$ cat src/rtl/sol_pkg.sv
package sol_pkg;
    // opcodes handled or screened by the lock logic
    localparam logic [7:0] OP_OTP_ENTER   = 8'hb1;
    localparam logic [7:0] OP_OTP_EXIT    = 8'hc1;
    localparam logic [7:0] OP_LOCK_READ   = 8'h2b;
    localparam logic [7:0] OP_LOCK_WRITE  = 8'h2f;
    localparam logic [7:0] OP_SR1_WRITE   = 8'h01;
    localparam logic [7:0] OP_SR2_WRITE   = 8'h31;
    localparam logic [7:0] OP_PAGE_PROG   = 8'h02;
    localparam logic [7:0] OP_QUAD_PROG   = 8'h32;
    localparam logic [7:0] OP_ERASE_4K    = 8'h20;
    localparam logic [7:0] OP_ERASE_32K   = 8'h52;
    localparam logic [7:0] OP_ERASE_64K   = 8'hd8;
    localparam logic [7:0] OP_ERASE_CHIP  = 8'hc7;
    localparam logic [7:0] OP_ERASE_CHIP2 = 8'h60;

    // one-time-programmable region size in bits
    localparam int OTP_REGION_BITS = 4096;

    // lock-status register layout
    localparam int              LOCK_FACTORY_BIT  = 0;
    localparam int              LOCK_CUSTOMER_BIT = 1;
    localparam logic [7:0]      LOCK_STATUS_RESET = 8'h00;
    localparam logic [5:0]      LOCK_RESERVED_VAL = 6'h00;

    // write-lock frame: opcode plus one data byte
    localparam logic [1:0] LOCK_WRITE_BYTES = 2'h2;

    // discoverable-parameter bytes
    localparam logic [7:0] PARAM_ADDR_65 = 8'h65;
    localparam logic [7:0] PARAM_ADDR_66 = 8'h66;
    localparam logic [7:0] PARAM_ADDR_67 = 8'h67;
    localparam logic [7:0] PARAM_ADDR_68 = 8'h68;
    localparam logic [7:0] PARAM_ADDR_69 = 8'h69;
    localparam logic [7:0] PARAM_ADDR_6A = 8'h6a;
    localparam logic [7:0] PARAM_ADDR_84 = 8'h84;
    localparam logic [7:0] PARAM_ADDR_85 = 8'h85;
    localparam logic [7:0] PARAM_VAL_65  = 8'ha2;
    localparam logic [7:0] PARAM_VAL_66  = 8'hd5;
    localparam logic [7:0] PARAM_VAL_67  = 8'h5c;
    localparam logic [7:0] PARAM_VAL_68  = 8'h19;
    localparam logic [7:0] PARAM_VAL_69  = 8'hf6;
    localparam logic [7:0] PARAM_VAL_6A  = 8'h1c;
    localparam logic [7:0] PARAM_VAL_84  = 8'hda;
    localparam logic [7:0] PARAM_VAL_85  = 8'h06;
    localparam logic [7:0] PARAM_VAL_RSV = 8'hff;

    // link pin usage
    localparam logic [3:0] IO_OE_SINGLE = 4'h2;
    localparam logic [3:0] IO_OE_QUAD   = 4'hf;
    localparam logic [3:0] IO_OE_OFF    = 4'h0;

    typedef enum logic [1:0] {
        SOL_ST_OPCODE     = 2'b00,
        SOL_ST_LOCK_READ  = 2'b01,
        SOL_ST_LOCK_WRITE = 2'b10,
        SOL_ST_SKIP       = 2'b11
    } sol_state_t;

    function automatic logic sol_is_status_write(input logic [7:0] op);
        return (op == OP_SR1_WRITE) || (op == OP_SR2_WRITE) || (op == OP_LOCK_WRITE);
    endfunction

    function automatic logic sol_is_array_write(input logic [7:0] op);
        return (op == OP_PAGE_PROG) || (op == OP_QUAD_PROG) || (op == OP_ERASE_4K)
            || (op == OP_ERASE_32K) || (op == OP_ERASE_64K) || (op == OP_ERASE_CHIP)
            || (op == OP_ERASE_CHIP2);
    endfunction
endpackage

$ cat src/rtl/sol_frame_if.sv
`timescale 1ns/1ns
interface sol_frame_if;
    logic       frame_start;
    logic       frame_end;
    logic       byte_valid;
    logic [7:0] byte_data;
    logic       sck_fall;
    logic       quad;
    logic       on_boundary;

    modport rx (output frame_start, frame_end, byte_valid, byte_data, sck_fall, quad,
                on_boundary);
    modport core (input frame_start, frame_end, byte_valid, byte_data, sck_fall, quad,
                  on_boundary);
endinterface

$ cat src/rtl/sol_link_rx.sv
`timescale 1ns/1ns
module sol_link_rx (
    // clock and reset
    input  wire logic       sys_clk,
    input  wire logic       rst_n,
    // link pins
    input  wire logic       link_sck,
    input  wire logic       link_cs_n,
    input  wire logic [3:0] link_io_in,
    // configuration
    input  wire logic       quad_mode,
    // framed bytes toward the core
    sol_frame_if.rx         frm
);
    logic       sck_s1, sck_s2, sck_d;
    logic       cs_s1, cs_s2, cs_d;
    logic [3:0] io_s1, io_s2;
    logic [2:0] bit_cnt, next_bit_cnt;
    logic [7:0] shreg, next_shreg;
    logic       quad_q, next_quad_q;
    logic       next_start, next_end, next_byte_valid, next_fall;
    logic       sck_rise;

    // two stages on every pin; data and clock stay aligned
    always_ff @(posedge sys_clk) begin
        sck_s1 <= link_sck;
        sck_s2 <= sck_s1;
        cs_s1  <= link_cs_n;
        cs_s2  <= cs_s1;
        io_s1  <= link_io_in;
        io_s2  <= io_s1;
    end

    assign sck_rise = sck_s2 & ~sck_d & ~cs_s2;

    always_comb begin
        next_bit_cnt    = bit_cnt;
        next_shreg      = shreg;
        next_quad_q     = quad_q;
        next_start      = ~cs_s2 & cs_d;
        next_end        = cs_s2 & ~cs_d;
        next_fall       = ~sck_s2 & sck_d & ~cs_s2;
        next_byte_valid = 1'b0;
        if (next_start) begin
            next_bit_cnt = 3'h0;
            next_quad_q  = quad_mode;
        end
        if (sck_rise) begin
            if (next_quad_q) begin
                next_shreg   = {shreg[3:0], io_s2};  // [RL14]
                next_bit_cnt = 3'(bit_cnt + 3'h4);
            end else begin
                next_shreg   = {shreg[6:0], io_s2[0]};  // [RL14]
                next_bit_cnt = 3'(bit_cnt + 3'h1);
            end
            next_byte_valid = (next_bit_cnt == 3'h0);
        end
    end

    always_ff @(posedge sys_clk) begin
        if (!rst_n) begin
            sck_d            <= 1'b0;
            cs_d             <= 1'b1;
            bit_cnt          <= 3'h0;
            shreg            <= 8'h00;
            quad_q           <= 1'b0;
            frm.frame_start  <= 1'b0;
            frm.frame_end    <= 1'b0;
            frm.byte_valid   <= 1'b0;
            frm.byte_data    <= 8'h00;
            frm.sck_fall     <= 1'b0;
            frm.on_boundary  <= 1'b1;
        end else begin
            sck_d            <= sck_s2;
            cs_d             <= cs_s2;
            bit_cnt          <= next_bit_cnt;
            shreg            <= next_shreg;
            quad_q           <= next_quad_q;
            frm.frame_start  <= next_start;
            frm.frame_end    <= next_end;
            frm.byte_valid   <= next_byte_valid;
            frm.byte_data    <= next_shreg;
            frm.sck_fall     <= next_fall;
            frm.on_boundary  <= (next_bit_cnt == 3'h0);
        end
    end

    assign frm.quad = quad_q;
endmodule

$ cat src/rtl/sol_otp_lock.sv
// Function
// RL1 - opcode B1h puts the device into the one-time-programmable mode for the 4K-bit region.
// RL2 - in that mode ordinary read and program sequences are steered to the region.
// RL3 - opcode C1h leaves the mode and returns accesses to the main array.
// RL4 - while in the mode, writes to status one, status two and lock status are rejected.
// RL5 - once the region is locked, only reads are accepted and program or erase is ignored.
// RL6 - opcode 2Bh returns the lock status at any time, repeating while clocks continue.
// RL7 - lock bit 0 is a read-only factory-lock indicator.
// RL8 - lock bit 1 is a customer lock set by write-lock; once set nothing changes it again.
// RL9 - while in the mode, every write to the main array is blocked.
// RL10 - parameter bytes 65h to 67h read A2h, D5h and 5Ch.
// RL11 - parameter bytes 68h to 6Ah read 19h, F6h and 1Ch.
// RL12 - parameter bytes 84h and 85h read DAh and 06h.
// RL13 - write-lock needs no write enable and runs only if the frame ends on a byte boundary.
// RL14 - each command is framed by chip select low, opcode on one line or four lines.
// RL15 - lock bits 7 to 2 are reserved, ignore writes and read as don't-care.
`timescale 1ns/1ns
module sol_otp_lock (
    // clock and reset
    input  wire logic       sys_clk,
    input  wire logic       rst_n,
    // link pins
    input  wire logic       link_sck,
    input  wire logic       link_cs_n,
    input  wire logic [3:0] link_io_in,
    output logic      [3:0] link_io_out,
    output logic      [3:0] link_io_oe,
    // configuration and non-volatile cells
    input  wire logic       quad_mode,
    input  wire logic       factory_lock_nv,
    input  wire logic       customer_lock_nv,
    // toward the array engines
    output logic            otp_mode,
    output logic            main_write_block,
    output logic            otp_write_block,
    output logic            status_write_block,
    output logic      [7:0] cmd_opcode,
    output logic            cmd_valid,
    output logic            cmd_reject,
    output logic            customer_lock_program,
    output logic      [7:0] lock_status,
    // discoverable-parameter lookup
    input  wire logic [7:0] param_addr,
    output logic      [7:0] param_data
);
    sol_frame_if frm ();

    sol_link_rx u_rx (
        .sys_clk    (sys_clk),
        .rst_n      (rst_n),
        .link_sck   (link_sck),
        .link_cs_n  (link_cs_n),
        .link_io_in (link_io_in),
        .quad_mode  (quad_mode),
        .frm        (frm)
    );

    logic [7:0] rom_data;

    sol_param_rom u_rom (
        .addr (param_addr),
        .data (rom_data)
    );

    sol_pkg::sol_state_t state, next_state;
    logic       factory_lock, next_factory_lock;
    logic       customer_lock, next_customer_lock;
    logic       nv_loaded, next_nv_loaded;
    logic       next_otp_mode;
    logic [7:0] next_cmd_opcode;
    logic       next_cmd_valid, next_cmd_reject, next_program;
    logic [1:0] byte_cnt, next_byte_cnt;
    logic [7:0] wr_data, next_wr_data;
    logic [7:0] tx_shift, next_tx_shift;
    logic [2:0] tx_cnt, next_tx_cnt;
    logic [3:0] next_io_out, next_io_oe;
    logic [7:0] status_now, tx_src;
    logic       locked;

    assign locked     = factory_lock | customer_lock;
    // reserved bits always read zero
    assign status_now = {sol_pkg::LOCK_RESERVED_VAL, customer_lock, factory_lock};  // [RL15]
    assign tx_src     = (tx_cnt == 3'h0) ? status_now : tx_shift;

    always_comb begin
        next_state         = state;
        next_factory_lock  = factory_lock;
        next_customer_lock = customer_lock;
        next_nv_loaded     = 1'b1;
        next_otp_mode      = otp_mode;
        next_cmd_opcode    = cmd_opcode;
        next_cmd_valid     = 1'b0;
        next_cmd_reject    = 1'b0;
        next_program       = 1'b0;
        next_byte_cnt      = byte_cnt;
        next_wr_data       = wr_data;
        next_tx_shift      = tx_shift;
        next_tx_cnt        = tx_cnt;
        next_io_out        = link_io_out;
        next_io_oe         = link_io_oe;

        // factory bit is only ever taken from its cell, never written
        if (!nv_loaded) begin
            next_factory_lock  = factory_lock_nv;  // [RL7]
            next_customer_lock = customer_lock_nv;
        end

        if (frm.frame_start) begin
            next_state    = sol_pkg::SOL_ST_OPCODE;
            next_byte_cnt = 2'h0;
            next_tx_cnt   = 3'h0;
        end

        if (frm.byte_valid) begin
            next_byte_cnt = (byte_cnt == 2'h3) ? byte_cnt : 2'(byte_cnt + 2'h1);
        end

        unique case (state)
            sol_pkg::SOL_ST_OPCODE: begin
                if (frm.byte_valid) begin
                    next_cmd_opcode = frm.byte_data;
                    next_state      = sol_pkg::SOL_ST_SKIP;
                    if (frm.byte_data == sol_pkg::OP_OTP_ENTER) begin
                        next_otp_mode = 1'b1;  // [RL1]
                    end else if (frm.byte_data == sol_pkg::OP_OTP_EXIT) begin
                        next_otp_mode = 1'b0;  // [RL3]
                    end else if (frm.byte_data == sol_pkg::OP_LOCK_READ) begin
                        next_state = sol_pkg::SOL_ST_LOCK_READ;  // [RL6]
                    end else if (otp_mode && sol_pkg::sol_is_status_write(frm.byte_data)) begin
                        next_cmd_reject = 1'b1;  // [RL4]
                    end else if (frm.byte_data == sol_pkg::OP_LOCK_WRITE) begin
                        // no write-enable latch is consulted here
                        next_state = sol_pkg::SOL_ST_LOCK_WRITE;  // [RL13]
                    end else if (otp_mode && locked
                                 && sol_pkg::sol_is_array_write(frm.byte_data)) begin
                        next_cmd_reject = 1'b1;  // [RL5]
                    end else begin
                        // engines pick the target from otp_mode
                        next_cmd_valid = 1'b1;  // [RL2]
                    end
                end
            end
            sol_pkg::SOL_ST_LOCK_READ: begin
                // status is re-read at each byte start so updates show mid-stream
                if (frm.sck_fall) begin
                    if (frm.quad) begin
                        next_io_out   = tx_src[7:4];  // [RL6]
                        next_io_oe    = sol_pkg::IO_OE_QUAD;
                        next_tx_shift = {tx_src[3:0], 4'h0};
                        next_tx_cnt   = 3'(tx_cnt + 3'h4);
                    end else begin
                        next_io_out   = {2'h0, tx_src[7], 1'b0};  // [RL6]
                        next_io_oe    = sol_pkg::IO_OE_SINGLE;
                        next_tx_shift = {tx_src[6:0], 1'b0};
                        next_tx_cnt   = 3'(tx_cnt + 3'h1);
                    end
                end
            end
            sol_pkg::SOL_ST_LOCK_WRITE: begin
                if (frm.byte_valid && byte_cnt == 2'h1) begin
                    next_wr_data = frm.byte_data;
                end
            end
            sol_pkg::SOL_ST_SKIP: begin
            end
        endcase

        if (frm.frame_end) begin
            next_io_oe = sol_pkg::IO_OE_OFF;
            next_state = sol_pkg::SOL_ST_OPCODE;
            if (state == sol_pkg::SOL_ST_LOCK_WRITE) begin
                // only bit 1 is writable; bits 7..2 and bit 0 are dropped
                if (frm.on_boundary && byte_cnt == sol_pkg::LOCK_WRITE_BYTES
                    && !customer_lock && wr_data[sol_pkg::LOCK_CUSTOMER_BIT]) begin
                    next_customer_lock = 1'b1;  // [RL8] [RL13] [RL15]
                    next_program       = 1'b1;
                end else if (!frm.on_boundary || byte_cnt != sol_pkg::LOCK_WRITE_BYTES) begin
                    next_cmd_reject = 1'b1;  // [RL13]
                end
            end
        end
    end

    always_ff @(posedge sys_clk) begin
        if (!rst_n) begin
            state                 <= sol_pkg::SOL_ST_OPCODE;
            factory_lock          <= 1'b0;
            customer_lock         <= 1'b0;
            nv_loaded             <= 1'b0;
            otp_mode              <= 1'b0;
            main_write_block      <= 1'b0;
            otp_write_block       <= 1'b0;
            status_write_block    <= 1'b0;
            cmd_opcode            <= 8'h00;
            cmd_valid             <= 1'b0;
            cmd_reject            <= 1'b0;
            customer_lock_program <= 1'b0;
            lock_status           <= sol_pkg::LOCK_STATUS_RESET;
            param_data            <= 8'h00;
            byte_cnt              <= 2'h0;
            wr_data               <= 8'h00;
            tx_shift              <= 8'h00;
            tx_cnt                <= 3'h0;
            link_io_out           <= 4'h0;
            link_io_oe            <= sol_pkg::IO_OE_OFF;
        end else begin
            state                 <= next_state;
            factory_lock          <= next_factory_lock;
            customer_lock         <= next_customer_lock;
            nv_loaded             <= next_nv_loaded;
            otp_mode              <= next_otp_mode;
            main_write_block      <= next_otp_mode;  // [RL9]
            otp_write_block       <= next_otp_mode & (next_factory_lock | next_customer_lock);  // [RL5]
            status_write_block    <= next_otp_mode;  // [RL4]
            cmd_opcode            <= next_cmd_opcode;
            cmd_valid             <= next_cmd_valid;
            cmd_reject            <= next_cmd_reject;
            customer_lock_program <= next_program;
            lock_status           <= {sol_pkg::LOCK_RESERVED_VAL, next_customer_lock,
                                      next_factory_lock};
            param_data            <= rom_data;
            byte_cnt              <= next_byte_cnt;
            wr_data               <= next_wr_data;
            tx_shift              <= next_tx_shift;
            tx_cnt                <= next_tx_cnt;
            link_io_out           <= next_io_out;
            link_io_oe            <= next_io_oe;
        end
    end
endmodule

$ cat src/rtl/sol_param_rom.sv
`timescale 1ns/1ns
module sol_param_rom (
    // lookup
    input  wire logic [7:0] addr,
    output logic      [7:0] data
);
    always_comb begin
        unique case (addr)
            sol_pkg::PARAM_ADDR_65: data = sol_pkg::PARAM_VAL_65;  // [RL10]
            sol_pkg::PARAM_ADDR_66: data = sol_pkg::PARAM_VAL_66;  // [RL10]
            sol_pkg::PARAM_ADDR_67: data = sol_pkg::PARAM_VAL_67;  // [RL10]
            sol_pkg::PARAM_ADDR_68: data = sol_pkg::PARAM_VAL_68;  // [RL11]
            sol_pkg::PARAM_ADDR_69: data = sol_pkg::PARAM_VAL_69;  // [RL11]
            sol_pkg::PARAM_ADDR_6A: data = sol_pkg::PARAM_VAL_6A;  // [RL11]
            sol_pkg::PARAM_ADDR_84: data = sol_pkg::PARAM_VAL_84;  // [RL12]
            sol_pkg::PARAM_ADDR_85: data = sol_pkg::PARAM_VAL_85;  // [RL12]
            // other bytes belong to tables outside this block
            default:                data = sol_pkg::PARAM_VAL_RSV;
        endcase
    end
endmodule

$ cat config.mk
export PLATFORM = sky130hd
export DESIGN_NAME = sol_otp_lock
export DESIGN_NICKNAME = d
export VERILOG_FILES = /design/src/rtl/sol_pkg.sv /design/src/rtl/sol_frame_if.sv /design/src/rtl/sol_link_rx.sv /design/src/rtl/sol_otp_lock.sv /design/src/rtl/sol_param_rom.sv
export SDC_FILE = /design/constraint.sdc
export NUM_CORES = 1
export LEC_CHECK = 0
export BUFFER_PORTS_ARGS = -buffer_cell sky130_fd_sc_hd__buf_2
export CORE_UTILIZATION = 50
export CTS_BUF_LIST = sky130_fd_sc_hd__clkbuf_16
export DETAILED_ROUTE_END_ITERATION = 8
export GPL_TIMING_DRIVEN = 0
export HOLD_SLACK_MARGIN = 0.1
export MAX_ROUTING_LAYER = met4
export PLACE_DENSITY = 0.76
export SLEW_MARGIN = 40
export SYNTH_ARGS = -nofsm -noshare
export SYNTH_HDL_FRONTEND = slang
export SYNTH_SLANG_ARGS = --single-unit
$ cat constraint.sdc
create_clock -name sys_clk -period 1.5 [get_ports sys_clk]
set_input_delay 0.15 -clock sys_clk [delete_from_list [all_inputs] [get_ports sys_clk]]
set_output_delay 0.15 -clock sys_clk [all_outputs]
set_load 0.01 [all_outputs]
==> results of run 1 <==
[worst reg2reg max path: stages (launching register included)]
cell and delay [ps]:
dfxtp_2 340, or3b_4 420, nor4_4 160, a21oi_1 100, a221o_1 270, o21ba_1 210
[kinds of logic after synthesis]
| kind of cell | after synthesis | share of synthesized area, % |
|---|---|---|
| AND/OR/NAND/NOR | 146 | 23.2 |
| AO/OA/AOI/OAI | 79 | 15.9 |
| flip-flops | 76 | 47.6 |
| buffers and inverters | 41 | 6.50 |
| multiplexers | 11 | 3.52 |
| adder cells (fa/ha/maj) | 6 | 2.35 |
| XOR/XNOR | 3 | 0.822 |
| other | 1 | 0.117 |
[per-layer routing]
layer  GRT usage (%)  share of wire, %
met1            28.7                45
met2            37.5                48
met3            6.33               5.0
met4            11.4               2.1
met5               -                 0
[layout make-up]
class                      count  area [sq um]  share of cell area (%)
sequential                    76          1540                    36.7
inverter                      10          37.5                   0.892
clock buffer                   9           225                    5.35
clock inverter                 5          55.1                    1.31
buffer                        27           186                    4.43
tap                           75          93.8                    2.23
multi-input combinational    251          1620                    38.4
timing repair buffer          74           450                    10.7
[metrics by stage]
| stage | hold slack [ps] | setup slack, ps | instance area (sq um) |
|---|---|---|---|
| 6_report | 102 | -49.0 | 4210 |
| 5_1_grt | 115 | -123 | 4210 |
| 4_1_cts | 103 | -58.8 | 4060 |
| 3_5_place_dp | 254 | -251 | 3590 |
| 3_3_place_gp | 252 | -218 | 3590 |
| 2_1_floorplan | 178 | -73.6 | 3240 |
[worst paths after layout]
kind | from | end
setup / recovery | state[1] | otp_write_block
hold / removal | factory_lock_nv | lock_status[0]
setup reg to reg | state[1] | otp_write_block
hold reg to reg | u_rx.cs_s1 | u_rx.cs_s2
[sequential cells by signal, summed over array words and instances (netlist names), 3 cells and up]
| signal | cells |
|---|---|
| u_rx.io_s2 | 4 |
| u_rx.frm.byte_data | 8 |
| param_data | 8 |
| u_rx.bit_cnt | 3 |
| link_io_out | 4 |
| tx_cnt | 3 |
| tx_shift | 7 |
| cmd_opcode | 8 |
| u_rx.io_s1 | 4 |
[report_power, final]
group | internal (mW) | leakage (nW) | switching, mW
Clock | 1.26 | 0.135 | 0.804
Sequential | 2.08 | 0.629 | 0.0673
Combinational | 0.183 | 1.01 | 0.202
Total | 3.53 | 1.78 | 1.07
[timing repair]
action / CTS / global route
setup buffers: 8 / 8
endpoints found under the hold margin: 9 / 0
hold buffers: 8 / 0
endpoints found under the setup margin: 19 / 28
resized for setup: 25 / 28
pin swaps: 6 / 9
[layout by cell type, fill, tap and decap left out, types with 3 or more instances in the layout]
cell           instances
dfxtp_1               63
buf_2                 51
nand2_1               45
nor2_1                41
a21oi_1               29
buf_4                 28
dfxtp_2               11
o21ai_0               10
clkbuf_16              9
mux2i_1                8
nor3_1                 8
a311oi_1               8
dlygate4sd3_1          8
inv_1                  7
a22oi_1                7
nor2b_1                7
conb_1                 6
clkbuf_1               5
nand2b_1               5
nand3_1                5
ha_1                   5
clkbuf_2               4
inv_2                  3
nand3b_1               3
a31oi_1                3
nand2b_4               3
or3_1                  3
==> key figures, run 1 <==
Setup path
  – Delay-heaviest family, CP: simple AND/OR/NAND/NOR gates
  – CP max FO: 6
  – R2R Setup Slk: -50 ps
  – CP Cell Sequence: or3b_4, nor4_4, a21oi_1, a221o_1, o21ba_1
  – Required @ worst endpoint: 1790 ps
  – R2R depth: 5
  – Worst EP arrival: between 1500 and 2000 ps
  – Startpoint class of the critical path: register
  – Setup Crit Path Kind: register to register
  – CP Buf/Inv Count: 0
  – Critical Path Max Stage Delay: around 420 ps
  – CP Depth: 5
  – Slowest stage cell, crit path: or3b_4
  – Capturing element type of the critical path: register

CTS
  – Clock transition at path regs: about 60 ps
  – CTS Buf Count: 9
  – CTS Root Buffer Type: clkbuf_16
  – CTS HTree Levels: 3
  – CTS sink cnt: 76
  – Worst skew pair latency: roughly 340 ps
  – Clk buf depth: 2
  – CTS tree: built

Layout
  – # nets final: roughly 470
  – N_diodes: 0
  – Fill count: between 400 and 500
  – Layout area overhead: 31.7%
  – Final core occ: 69.8%
  – Non-Filler Instances: about 530
  – Layout cell share with drive strength beyond 1: between 30% and 40%

Routing
  – Routed vias: between 2000 and 3000
  – Vias/cell: about 5.5
  – DRT Wirelength: about 7400 um
  – Routed len/inst: between 10 and 15 um
  – 1st-iter DRT viols: between 150 and 200
  – DR pass1 iterations: 4
  – DRC: 0
  – Number of routed nets with antenna violations: 0

Synth
  – Ranking of synthesized cells by area: dfxtp_1 48%, nand2_1 5.3%, nor2_1 5.1%
  – Post-synth cell types: 58
  – Synth Flop Type: dfxtp_1
  – EDFF count, synth: 0
  – Synthesized area per cell: between 8 and 9 sq um
  – Synth top cells by count: 76 x dfxtp_1, 45 x nand2_1, 43 x nor2_1, 29 x a21oi_1, 16 x clkbuf_1
  – Most frequent cell after synthesis: dfxtp_1
  – Share of the synthesized area in the top cell type: 47.6%
  – Syn. warnings: 0
  – Post-synthesis sequential element count: 76
  – Post-Synthesis Cell Area: between 3000 and 4000 sq um
  – Post-synth ARST share: 0%
  – Seq/Total Area, Yosys: between 40% and 50%
  – Syn Inst Count: approximately 360
  – Synth area leader: dfxtp_1

Floorplanning
  – Die extent in y: between 80 and 90 um
  – DIE WIDTH: 81.9 um
  – Starting Density: 53.0%
  – Die ar.: approximately 6700 sq um
  – Num ports: 58
  – Row count: 28
  – Core area: around 6000 sq um

Status
  – Status: complete, but fails checks
  – Failing checks: setup timing

GRT
  – Initial antenna violation count: 0
  – GRT overflow: 0
  – Pin count of the biggest net entering global routing: 13
  – Vias in the first global route: 2500
  – Global-route wire length before repair: approximately 12000 um
  – GRT Util Overall: about a quarter

Min path
  – Min-delay worst type: primary input to register
  – Worst Hold Path Cells: 3

STA
  – Max Clk Rate: roughly 650 MHz
  – Final Max Tran Viols: 0
  – Setup ws final: -49.0 ps
  – Setup repair after global routing missed its margin: true
  – Hold Violations, Final: 0
  – Setup TNS Final: -94.7 ps
  – Worst slew pin tran: ~570 ps
  – Clock Skews: approximately 4.2 ps
  – Post-route minimum period: about 1500 ps
  – Slew margin rel.: around 62%
  – Period utilization: 103%
  – # setup viols final: 3

Power
  – PwrDens: 1090 nW/um^2
  – Peak supply drop: approximately 1.2 mV
  – LEAKAGE: around 1.8 nW
  – Pwr Total: between 4 and 5 mW

Run
  – Max-cap check violation count: 0

Placed design
  – HPWL after detailed placement: between 4000 and 5000 um
  – Placed cell count: between 400 and 500
  – Routability Congestion: 0.931
  – Port Buffer Count: 50
Note: power is estimated with default switching activity, not from simulation.
==> run 2, diff against run 1 <==
--- a/config.mk
+++ b/config.mk
@@ -5,6 +5,7 @@
 export SDC_FILE = /design/constraint.sdc
 export NUM_CORES = 1
 export LEC_CHECK = 0
+export ABC_AREA = 1
 export BUFFER_PORTS_ARGS = -buffer_cell sky130_fd_sc_hd__buf_2
 export CORE_UTILIZATION = 50
 export CTS_BUF_LIST = sky130_fd_sc_hd__clkbuf_16
==> run 2 against run 1 <==
  * The flow now finishes without violations
  * Power shrank 1.4%
  * Flip-flop and latch count is the same
  * Critical path depth grew 2
  * Clock power shrank 2%
  * Synthesized area grew 1.3%
  * Critical path type unchanged
  * Worst setup slack gained 150 ps
  * Synthesized cell count grew 18%
  * Critical endpoint unchanged
  * First-iteration DRC count shrank 4.7%
  * Hold slack gained 22 ps
==> key figures, run 2 <==
Routing
  – DRT Wirelength: 6810 um (-8.4%)
  – Vias/cell: 5.04 (-8.0%)
  – Number of routed nets with antenna violations: 0 (unchanged)
  – Routed vias: 2928 (+1.4%)
  – DR pass1 iterations: 4 (unchanged)
  – 1st-iter DRT viols: 161 (-4.7%)
  – Routed len/inst: 11.7 um (-17%)
  – DRC: 0 (unchanged)

Setup path
  – Delay-heaviest family, CP: simple AND/OR/NAND/NOR gates
  – Capturing element type of the critical path: register
  – Worst EP arrival: 1620 ps (-210 ps)
  – Most frequent CP cell: inv_1
  – CP max FO: 5 (-1)
  – Crit path launch: byte_cnt[0]
  – Critical Path Max Stage Delay: 400 ps (-20 ps)
  – Setup Crit Path Kind: register to register
  – Reg2reg start: byte_cnt[0]
  – Startpoint class of the critical path: register
  – CP Cell Sequence: inv_1, ha_1, nand2_1, nor3_1, or2_2, o21ai_0, inv_1
  – Required @ worst endpoint: 1720 ps (-70 ps)
  – CP Buf/Inv Count: 2 (+2)
  – Slowest stage cell, crit path: dfxtp_1

Placed design
  – HPWL after detailed placement: 4890 um (+4.7%)
  – Placed cell count: 558 (+13%)
  – Port Buffer Count: 51 (+2.0%)
  – Placed Area: 3610 sq um (+0.52%)
  – Routability Congestion: 0.901 (-3.2%)

Synth
  – Syn. warnings: 0 (unchanged)
  – Synthesized area per cell: 7.58 sq um (-14%)
  – EDFF count, synth: 0 (unchanged)
  – Synth top cells by count: 76 x dfxtp_1, 64 x nand2_1, 63 x inv_1, 46 x nor2_1, 40 x a21oi_1
  – Simple logic cell fraction of the synthesized area: 22.1% (-1.1 points)
  – Synth Flop Type: dfxtp_1
  – Post-synth cell types: 38 (-34%)
  – Post-Synthesis Cell Area: 3240 sq um (+1.3%)
  – Compound-Gate Fraction of Synth Area: 16.1% (+0.22 points)
  – Post-synthesis sequential element count: 76 (unchanged)
  – Ranking of synthesized cells by area: dfxtp_1 47%, nand2_1 7.4%, inv_1 7.3%
  – Share of the synthesized area in the top cell type: 47.0% (-0.63 points)
  – Post-synth ARST share: 0% (unchanged)
  – Seq/Total Area, Yosys: 47.0% (-0.63 points)
  – Synth area leader: dfxtp_1
  – Mux cell area share after synthesis: 0% (-3.5 points)
  – Largest family of logic cells by synthesized area: simple AND/OR/NAND/NOR gates
  – Most frequent cell after synthesis: dfxtp_1
  – Syn Inst Count: 427 (+18%)
  – Post-synthesis adder-cell area fraction: 2.32% (-0.031 points)
  – Post-Synth XOR/XNOR Area: 0.270% (-0.55 points)

Layout
  – Most frequent cells in the layout: 73 x dfxtp_1, 63 x nand2_1, 60 x inv_1
  – Most common cell after layout, fill and taps aside: dfxtp_1
  – Layout area overhead: 23.8%
  – Biggest regs: cmd_opcode x8, param_data x8, u_rx.frm.byte_data x8
  – # nets final: 528 (+11%)
  – N_diodes: 0 (unchanged)
  – Non-Filler Instances: 581 (+10%)
  – Design Area, Final: 4010 sq um (-4.8%)
  – Layout cell share with drive strength beyond 1: 22.1% (-9.1 points)

STA
  – Worst slew pin tran: 501 ps (-66.7 ps)
  – Final Max Tran Viols: 0 (unchanged)
  – Post-route minimum period: 1400 ps (-149 ps)
  – Slew margin rel.: 66.6% (+4.4 points)
  – Clock Skews: 4.61 ps (+0.451 ps)
  – Max Clk Rate: 714 MHz (+11%)
  – Hold Violations, Final: 0 (unchanged)
  – Setup TNS Final: 0 ps (+94.7 ps)
  – # setup viols final: 0 (-3)
  – Period utilization: 93.3% (-9.9 points)

Power
  – Pwr Total: 4.53 mW (-1.4%)
  – Peak supply drop: 0.897 mV (-25%)
  – PwrDens: 1130 nW/um^2 (+3.5%)
  – LEAKAGE: 1.94 nW (+9.4%)

GRT
  – Pin count of the biggest net entering global routing: 13 (unchanged)
  – GRT overflow: 0 (unchanged)
  – GRT Util Overall: 22.3% (-1.8 points)
  – Global-route wire length before repair: 11000 um (-5.5%)
  – Vias in the first global route: 2540 (+1.6%)
  – Initial antenna violation count: 0 (unchanged)

Floorplanning
  – Die ar.: 6800 sq um (+1.3%)
  – Num ports: 58 (unchanged)
  – Core area: 6100 sq um (+1.2%)
  – DIE WIDTH: 82.5 um (+0.65%)
  – Starting Density: 53.1% (+0.088 points)
  – Row count: 28 (unchanged)
  – Die extent in y: 82.5 um (+0.65%)

Status
  – Status: complete, no violations

CTS
  – Clock transition at path regs: 60 ps (about the same)
  – CTS Root Buffer Type: clkbuf_16
  – CTS HTree Levels: 3 (unchanged)
  – Worst skew pair latency: 320 ps (-20 ps)
  – CTS sink cnt: 76 (unchanged)
  – Clk buf depth: 2 (unchanged)
  – CTS tree: built
  – CTS Buf Count: 9 (unchanged)

Min path
  – Hold wc startpoint: rst_n
  – Min-delay worst type: primary input to register

Run
  – Max-cap check violation count: 0 (unchanged)
## run 2: changes by cell type after synthesis, sizes merged, moves of 7 or more
cell and delta:
nand4 +7, o21ai +25, nor2b -10, clkbuf -13, a21oi +11, mux2i -9
a311oi -8, nand3 +19, inv +57, nand2b -8, nand2 +21
## run 2: repair_timing
| item | 4_1_cts | 5_1_grt |
|---|---|---|
| endpoints found under the hold margin | 7 | 0 |
| buffers inserted | 0 | 2 |
| endpoints found under the setup margin | 0 | 18 |
| hold buffers | 7 | 0 |
| resized for setup | 0 | 21 |
## run 2: worst paths after layout
check	to	cells past startpoint	slack [ps]
setup / recovery	otp_write_block	7	100
hold / removal	customer_lock_program	3	120
setup reg to reg	otp_write_block	7	100
hold reg to reg	u_rx.cs_s2	0	320
## run 2: power by group
group	internal [mW]	total, mW	leakage [nW]	switching, mW
clock network	1.26	2.02	0.135	0.762
registers	2.09	2.14	0.624	0.0460
logic	0.147	0.373	1.19	0.226
## run 2: per-layer routing
layer | GRT usage (%) | up-vias | share of wire [%]
met5 | - | - | 0
met4 | 8.07 | 0 | 1.2
met3 | 5.49 | 9 | 3.3
met2 | 36.0 | 57 | 49
met1 | 26.8 | 1345 | 47
li1 | - | 1517 | -
## run 2: worst min-delay path, cell delays in order
cell	delay, ps
buf_2	120
nand3_1	80
nor3_1	50
## run 2: layout make-up
type                            count  area, sq um
Timing Repair Buffer               60          340
Fill cell                         561         2090
Inverter                           67          254
Clock inverter                      5         55.1
Multi-Input combinational cell    267         1370
Clock buffer                        9          225
Tap cell                           75         93.8
Buffer                             22          141
Sequential cell                    76         1530
## run 2: cell families (layout without fill, tap and decap cells)
kind of cell,Yosys count,count (layout)
compound gates,96,96
xor+xnor,1,1
fa+ha+maj,6,6
buf+inv,89,163
flops,76,76
other cells,1,6
simple gates,158,158
## run 2: per-stage QoR
| step | hold slack, ps | setup WS [ps] | util (%) |
|---|---|---|---|
| floorplan | 178 | 236 | - |
| global placement | 254 | 94.2 | 59.2 |
| detailed placement | 254 | 56.2 | 59.2 |
| CTS | 113 | 37.3 | 64.9 |
| global route | 166 | -38.1 | 65.7 |
| finish | 124 | 100 | 65.7 |
